**config.mk**
```make
export PLATFORM = sky130hd
export DESIGN_NAME = aoms_regs
export DESIGN_NICKNAME = d
export VERILOG_FILES = /design/src/aoms_pkg.sv /design/src/aoms_regs.sv
export SDC_FILE = /design/constraint.sdc
export NUM_CORES = 1
export LEC_CHECK = 0
export ABC_CLOCK_PERIOD_IN_PS = 2730
export BUFFER_PORTS_ARGS = -buffer_cell sky130_fd_sc_hd__buf_2
export CORE_ASPECT_RATIO = 1.4
export CORE_UTILIZATION = 40
export CTS_CLUSTER_SIZE = 16
export DETAILED_ROUTE_END_ITERATION = 7
export SYNTH_ARGS = -nofsm -noshare
export SYNTH_HDL_FRONTEND = slang
export SYNTH_SLANG_ARGS = --single-unit
```
**constraint.sdc**
```tcl
create_clock -name i_clk_sys -period 2.73 [get_ports i_clk_sys]
set_input_delay 0.1365 -clock i_clk_sys [delete_from_list [all_inputs] [get_ports i_clk_sys]]
set_output_delay 0.1365 -clock i_clk_sys [all_outputs]
set_load 0.01 [all_outputs]
```
**src/aoms_pkg.sv**
```systemverilog
/*
 * Constants shared by the trim and magnetic status register bank.
 * Assumes a host serial engine that turns frames into register strobes.
 */
// Overview of operation
// - Each axis trim register holds a signed byte worth 2 mg per step.
// - The trim therefore spans -256 mg to +254 mg on every axis.
// - Trim is added to each raw sample before it lands at 0x01 to 0x06.
// - Trim may change only in standby, and the host must enter it first.
// - X, Y and Z trims sit at 0x2f, 0x30 and 0x31 and reset to zero.
// - Status at 0x32 is read-only: overwrite flags 7..4, new data 3..0.
// - All-axes overwrite sets when any axis gets new data over its unread data.
// - All-axes overwrite clears once the X, Y and Z high bytes are read.
// - Z overwrite sets on Z data over unread Z, clears on Z high read.
// - Y overwrite sets on Y data over unread Y, clears on Y high read.
// - X overwrite sets on X data over unread X, clears on X high read.
// - All-axes new data sets on a full set, clears once X, Y and Z high bytes are read.
// - Each axis new-data flag sets on its sample, clears on its read.
package aoms_pkg;
   localparam logic [7:0] ADDR_ACC_X_HI = 8'h01;
   localparam logic [7:0] ADDR_ACC_X_LO = 8'h02;
   localparam logic [7:0] ADDR_ACC_Y_HI = 8'h03;
   localparam logic [7:0] ADDR_ACC_Y_LO = 8'h04;
   localparam logic [7:0] ADDR_ACC_Z_HI = 8'h05;
   localparam logic [7:0] ADDR_ACC_Z_LO = 8'h06;
   localparam logic [7:0] ADDR_X_TRIM   = 8'h2f;
   localparam logic [7:0] ADDR_Y_TRIM   = 8'h30;
   localparam logic [7:0] ADDR_Z_TRIM   = 8'h31;
   localparam logic [7:0] ADDR_MAG_STAT = 8'h32;
   localparam logic [7:0] ADDR_MAG_X_HI = 8'h33;
   localparam logic [7:0] ADDR_MAG_Y_HI = 8'h35;
   localparam logic [7:0] ADDR_MAG_Z_HI = 8'h37;
   localparam logic [7:0] TRIM_RESET    = 8'h00;
   localparam logic [7:0] STAT_RESET    = 8'h00;
   localparam int         TRIM_MG_LSB   = 2;    // Trim step in mg
   localparam int         STAT_ALL_OW   = 7;
   localparam int         STAT_OW_LO    = 4;
   localparam int         STAT_ALL_DR   = 3;
   localparam int         STAT_DR_LO    = 0;
endpackage

```
**src/aoms_regs.sv**
```systemverilog
/*
 * Accelerometer trim, corrected output data and magnetic status bank.
 * Assumes one-cycle register strobes from the serial engine, a standby
 * level from mode control, and one-cycle sample strobes from the core.
 */
`timescale 1ns/1ps
module aoms_regs #(
   parameter int SAMPLE_W   = 14,
   parameter int TRIM_SHIFT = 3
) (
   input  wire logic                i_clk_sys,
   input  wire logic                i_reset_n,
   input  wire logic                i_standby,
   input  wire logic [7:0]          i_reg_addr,
   input  wire logic                i_reg_wr,
   input  wire logic [7:0]          i_reg_wdata,
   input  wire logic                i_reg_rd,
   output logic      [7:0]          o_reg_rdata,
   input  wire logic                i_accel_valid,
   input  wire logic [SAMPLE_W-1:0] i_accel_x,
   input  wire logic [SAMPLE_W-1:0] i_accel_y,
   input  wire logic [SAMPLE_W-1:0] i_accel_z,
   input  wire logic [2:0]          i_mag_done,
   output logic      [7:0]          o_mag_status
);
   logic [7:0]          accel_x_trim;
   logic [7:0]          accel_y_trim;
   logic [7:0]          accel_z_trim;
   logic [SAMPLE_W-1:0] acc_x;
   logic [SAMPLE_W-1:0] acc_y;
   logic [SAMPLE_W-1:0] acc_z;
   logic [2:0]          axis_dr;
   logic [2:0]          axis_ow;
   logic                all_dr;
   logic                all_ow;
   logic [2:0]          hi_seen;
   logic [2:0]          hi_rd;
   logic [2:0]          next_axis_dr;
   logic [2:0]          next_seen;
   logic                wr_ok;

   // Width of the trim sum, wide enough that the add can never wrap
   localparam int SUM_W = SAMPLE_W + TRIM_SHIFT + 9;

   // Saturating add of a scaled signed trim onto a signed sample
   function automatic logic [SAMPLE_W-1:0] add_trim(
      input logic [SAMPLE_W-1:0] raw,
      input logic [7:0]          trim
   );
      logic signed [SUM_W-1:0] sum;
      logic signed [SUM_W-1:0] lim_hi;
      logic signed [SUM_W-1:0] lim_lo;
      sum = ($signed({{(TRIM_SHIFT+9){raw[SAMPLE_W-1]}}, raw}))
          + ($signed({{(SAMPLE_W+TRIM_SHIFT+1){trim[7]}}, trim})
             <<< TRIM_SHIFT);
      lim_hi = SUM_W'((1 <<< (SAMPLE_W-1)) - 1);
      lim_lo = SUM_W'(-(1 <<< (SAMPLE_W-1)));
      if (sum > lim_hi) begin
         add_trim = {1'b0, {(SAMPLE_W-1){1'b1}}};
      end else if (sum < lim_lo) begin
         add_trim = {1'b1, {(SAMPLE_W-1){1'b0}}};
      end else begin
         add_trim = sum[SAMPLE_W-1:0];
      end
   endfunction

   // High byte of a left-justified sample
   function automatic logic [7:0] hi_byte(input logic [SAMPLE_W-1:0] s);
      logic [15:0] j;
      j = {s, {(16-SAMPLE_W){1'b0}}};
      hi_byte = j[15:8];
   endfunction

   // Low byte of a left-justified sample
   function automatic logic [7:0] lo_byte(input logic [SAMPLE_W-1:0] s);
      logic [15:0] j;
      j = {s, {(16-SAMPLE_W){1'b0}}};
      lo_byte = j[7:0];
   endfunction

   // Active-mode writes are dropped so a running conversion never sees
   // a trim change part way through a sample set
   assign wr_ok = i_reg_wr && i_standby;

   // Trim registers, signed byte at 2 mg per step
   always_ff @(posedge i_clk_sys or negedge i_reset_n) begin
      if (!i_reset_n) begin
         accel_x_trim <= aoms_pkg::TRIM_RESET;
         accel_y_trim <= aoms_pkg::TRIM_RESET;
         accel_z_trim <= aoms_pkg::TRIM_RESET;
      end else if (wr_ok) begin
         if (i_reg_addr == aoms_pkg::ADDR_X_TRIM) begin
            accel_x_trim <= i_reg_wdata;
         end
         if (i_reg_addr == aoms_pkg::ADDR_Y_TRIM) begin
            accel_y_trim <= i_reg_wdata;
         end
         if (i_reg_addr == aoms_pkg::ADDR_Z_TRIM) begin
            accel_z_trim <= i_reg_wdata;
         end
      end
   end

   // Corrected acceleration output data
   always_ff @(posedge i_clk_sys or negedge i_reset_n) begin
      if (!i_reset_n) begin
         acc_x <= '0;
         acc_y <= '0;
         acc_z <= '0;
      end else if (i_accel_valid) begin
         acc_x <= add_trim(i_accel_x, accel_x_trim);
         acc_y <= add_trim(i_accel_y, accel_y_trim);
         acc_z <= add_trim(i_accel_z, accel_z_trim);
      end
   end

   // Reads of the magnetic high bytes, bit order X, Y, Z
   assign hi_rd[0] = i_reg_rd && (i_reg_addr == aoms_pkg::ADDR_MAG_X_HI);
   assign hi_rd[1] = i_reg_rd && (i_reg_addr == aoms_pkg::ADDR_MAG_Y_HI);
   assign hi_rd[2] = i_reg_rd && (i_reg_addr == aoms_pkg::ADDR_MAG_Z_HI);

   // New sample beats a same-cycle read so no event is lost
   assign next_axis_dr = i_mag_done | (axis_dr & ~hi_rd);

   // Per-axis new-data and overwrite flags
   always_ff @(posedge i_clk_sys or negedge i_reset_n) begin
      if (!i_reset_n) begin
         axis_dr <= '0;
         axis_ow <= '0;
      end else begin
         axis_dr <= next_axis_dr;
         axis_ow <= (i_mag_done & axis_dr) | (axis_ow & ~hi_rd);
      end
   end

   // High bytes read since the set flags last rose
   assign next_seen = (all_dr || all_ow) ? (hi_seen | hi_rd) : 3'h0;

   // All-axes flags; set wins over the clear from the final read
   always_ff @(posedge i_clk_sys or negedge i_reset_n) begin
      if (!i_reset_n) begin
         all_dr  <= 1'b0;
         all_ow  <= 1'b0;
         hi_seen <= '0;
      end else begin
         if (&next_seen) begin
            hi_seen <= '0;
         end else begin
            hi_seen <= next_seen;
         end
         if (&next_axis_dr && |i_mag_done) begin
            all_dr <= 1'b1;
         end else if (&next_seen) begin
            all_dr <= 1'b0;
         end
         if (|(i_mag_done & axis_dr)) begin
            all_ow <= 1'b1;
         end else if (&next_seen) begin
            all_ow <= 1'b0;
         end
      end
   end

   // Live status image
   always_comb begin
      o_mag_status = aoms_pkg::STAT_RESET;
      o_mag_status[aoms_pkg::STAT_ALL_OW] = all_ow;
      o_mag_status[aoms_pkg::STAT_OW_LO +: 3] = axis_ow;
      o_mag_status[aoms_pkg::STAT_ALL_DR] = all_dr;
      o_mag_status[aoms_pkg::STAT_DR_LO +: 3] = axis_dr;
   end

   // Read data, one cycle after the strobe; unmapped reads give zero
   always_ff @(posedge i_clk_sys or negedge i_reset_n) begin
      if (!i_reset_n) begin
         o_reg_rdata <= 8'h00;
      end else if (i_reg_rd) begin
         unique case (i_reg_addr)
            aoms_pkg::ADDR_ACC_X_HI: o_reg_rdata <= hi_byte(acc_x);
            aoms_pkg::ADDR_ACC_X_LO: o_reg_rdata <= lo_byte(acc_x);
            aoms_pkg::ADDR_ACC_Y_HI: o_reg_rdata <= hi_byte(acc_y);
            aoms_pkg::ADDR_ACC_Y_LO: o_reg_rdata <= lo_byte(acc_y);
            aoms_pkg::ADDR_ACC_Z_HI: o_reg_rdata <= hi_byte(acc_z);
            aoms_pkg::ADDR_ACC_Z_LO: o_reg_rdata <= lo_byte(acc_z);
            aoms_pkg::ADDR_X_TRIM:   o_reg_rdata <= accel_x_trim;
            aoms_pkg::ADDR_Y_TRIM:   o_reg_rdata <= accel_y_trim;
            aoms_pkg::ADDR_Z_TRIM:   o_reg_rdata <= accel_z_trim;
            aoms_pkg::ADDR_MAG_STAT: o_reg_rdata <= o_mag_status;
            default:                 o_reg_rdata <= 8'h00;
         endcase
      end
   end
endmodule

```
==> impl_metrics.toml <==
[timing]
setup_viol = 0
worstMarginPinSlew_ns = 0.859
fin_crit_ns = 2.63
setup_tns_ns = 0
fmax_ghz = 0.380
layout_setup_ws_ns = 0.0951
report.final.slew_viol_count = 0
skew_ns = 0.00636
rsz0062_at_grt = "yes"
max_slew_margin = 0.426
period_share = 0.965
hold_viol_final = 0

[placed_design]
port_buffers = 82
place_congestion = 0.886
dpl.hpwl_microns = 12900
place_area_sq_um = 6230
place_ws_ns = 0.0662

[route]
viasPerCell = 5.56
drt-wirelength-per-cell_microns = 18.3
dr.pass1.iters = 4
drtIter0Drc = 235
drt-total-wl_microns = 16000
detail-route-antenna-nets = 0
remaining_drc_errors = 0
vias = 4863

[critical_path]
path_cells = "ha_1 > and3_1 > a211o_1 > a221oi_1 > or3_1 > nand3_1 > o221a_2"
start_kind = "flop"
critPathTopFamily = "compound AO/OA/AOI/OAI gates"
critPathArrivalTime_ns = 2.87
critPathBufInv = 0
worstSetupPathType = "flop to flop"
crit_slowest_cell = "dfrtp_1"
worstPathRequired_ns = 2.96
crit_path_end_kind = "flop"
max_stage_delay_ns = 0.47
worstPathMaxFanout = 7

[die]
die_y_microns = 141
die_w_microns = 102
io_pins = 83
core_area_sq_um = 13500
row_count = 50
start_util = 0.412
die-area_sq_um = 14400

[synth]
synth-edff-count = 0
synth_top_cell_by_area = "dfrtp_1"
syn_area_sq_um = 5550
avgSynthCellArea_sq_um = 9.31
synthTopCellsByArea = "dfrtp_1 (38%), ha_1 (7.4%), mux2_2 (4.9%), a21oi_1 (4.8%), nor2_1 (4.5%)"
synth_cells = 596
synth_commonest_cells = "dfrtp_1 (85), nor2_1 (66), nand2_1 (59), a21oi_1 (53), ha_1 (33)"
synth_top_area_share = 0.383
ys_seq_area_frac = 0.383
yosys_warnings = 0
ys.flop_type = "dfrtp_1"
synth_seq_cells = 85
yosysMostFrequentCell = "dfrtp_1"
synth_cell_type_count = 61
synthArstFlopShare = 1.00
synth_nets = 699

[power_and_ir_drop]
power_density_nw_per_um2 = 500
p_leak_nw = 3.09
ir_worst_vdd_v = 0.000228

[global_routing]
met1_usage = 0.281
use_met2 = 0.424
grt_usage = 0.234
grt_pass1_wl_microns = 25500
grt_pass1_vias = 4920
busiest_layer = "met2"
overflow = 0
grt_max_degree = 43
met3_usage = 0.0315
grt_antenna_before_repair = 0

[final_layout]
fin_area_sq_um = 6630
num_antenna_cells = 0
drive_above_1_share = 0.236
syn_to_final_growth_pct = 19.4
seq_area_sq_um = 2130
fillers = 1303
multi_input_area_sq_um = 3280
final_nets = 790

[clock_network]
cts_buffer_depth = 2
insertion_delay_ns = 0.35
clock-root-buffer = "clkbuf_16"
cts.clk_slew.worst_paths_ns = 0.06
clock_sinks = 85
numCtsBuffers = 9
cts_tree = "done"
htreeDepth = 3

[status]
status = "finished clean"

[run]
maxCapViolCount = 0

[worst_hold_path]
hp-class = "input pin to flop"
-- final cells by class --
cell class | count | area share
inverters | 22 | 0.0125
flip-flops and latches | 85 | 0.321
clock buffers | 10 | 0.0361
repair buffers | 101 | 0.0842
clock inverters | 6 | 0.0166
well taps | 182 | 0.0344
multi-input cells | 468 | 0.495
-- path summary, 6_finish.rpt --
path	start	endpoint	slack (ns)	cells after the start
worst max-delay path	accel_z_trim[7]	acc_z[1]	0.1	7
worst min-delay path	i_mag_done[2]	axis_dr[2]	0.01	2
worst max register to register	accel_z_trim[7]	acc_z[1]	0.1	7
worst min register to register	acc_x[12]	acc_x[12]	0.50	1
max in group asynchronous	i_reset_n	accel_x_trim[1]	1.71	3
min in group asynchronous	i_reset_n	all_ow	0.30	2
-- per-layer routing --
metal | wire length (microns) | share of wire
met1 | 6590 | 0.41
met2 | 8480 | 0.53
met3 | 499 | 0.031
met4 | 464 | 0.029
met5 | 0 | 0
-- per-stage QoR --
stage / instances / power [mW] / utilization / hold WS, ns
2_1_floorplan: 596 / 1.69 / - / -0.159
3_3_place_gp: 857 / 1.89 / 0.463 / 0.144
3_5_place_dp: 857 / 1.90 / 0.463 / 0.148
4_1_cts: 874 / 3.32 / 0.490 / 0.0167
5_1_grt: 874 / 3.45 / 0.493 / 0.0203
6_report: 874 / 3.31 / 0.493 / 0.0132
-- registers in the layout, indices dropped and copies added (netlist names) --
signal	cells
hi_seen	3
o_reg_rdata	8
axis_ow	3
acc_z	14
accel_z_trim	8
accel_x_trim	8
all_ow	1
accel_y_trim	8
acc_y	14
all_dr	1
acc_x	14
axis_dr	3
-- cells in the final DEF, fill, tap and decap left out, types with 3 or more instances in the layout --
| cell type | instances |
|---|---|
| dfrtp_1 | 85 |
| o21a_1 | 4 |
| o221a_2 | 5 |
| a221oi_1 | 4 |
| bufinv_16 | 3 |
| a211o_1 | 3 |
| o31ai_1 | 5 |
| or3_1 | 4 |
| buf_2 | 81 |
| nand2b_1 | 5 |
| nand3_1 | 7 |
| nor2_1 | 65 |
| nor3_1 | 15 |
| inv_1 | 22 |
| ha_1 | 32 |
| o21ai_0 | 28 |
| fa_1 | 3 |
| or2_2 | 3 |
| and4_1 | 3 |
| a22o_1 | 8 |
| xor2_1 | 4 |
| nor2b_1 | 12 |
| a211oi_1 | 5 |
| a22oi_1 | 7 |
| clkbuf_16 | 9 |
| and3_1 | 4 |
| a31oi_1 | 5 |
| mux2i_1 | 17 |
| xnor2_1 | 14 |
| o2bb2ai_1 | 14 |
| a21o_1 | 11 |
| a21oi_1 | 52 |
| o211ai_1 | 6 |
| nand2_1 | 59 |
| mux2_2 | 24 |
| buf_4 | 19 |
| nand4_1 | 4 |
-- kinds of logic (layout without fill, tap and decap cells) --
kind of cell               count (synthesis)  count (layout)  share of synthesized area
AOI/OAI and AO/OA                        182             182                      0.229
xor gates and xnor gates                  18              18                     0.0284
adders and majority gates                 36              36                     0.0853
buffers and inverters                     43             139                     0.0325
DFF                                       85              85                      0.383
muxes                                     42              42                     0.0834
and+or+nand+nor                          190             190                      0.158
-- power by group --
part           internal [mW]  switching, mW
sequential              1.34         0.0657
combinational          0.203          0.278
clock                  0.917          0.511
total                   2.46          0.855
-- timing repair --
| item | CTS | global route |
|---|---|---|
| setup buffers | 0 | 0 |
| hold buffers | 1 | 0 |
| gates resized for setup | 0 | 9 |
| endpoints found under the setup margin | 0 | 34 |
| hold endpoints to repair | 37 | 0 |
Note: power is estimated with default switching activity, not from simulation.
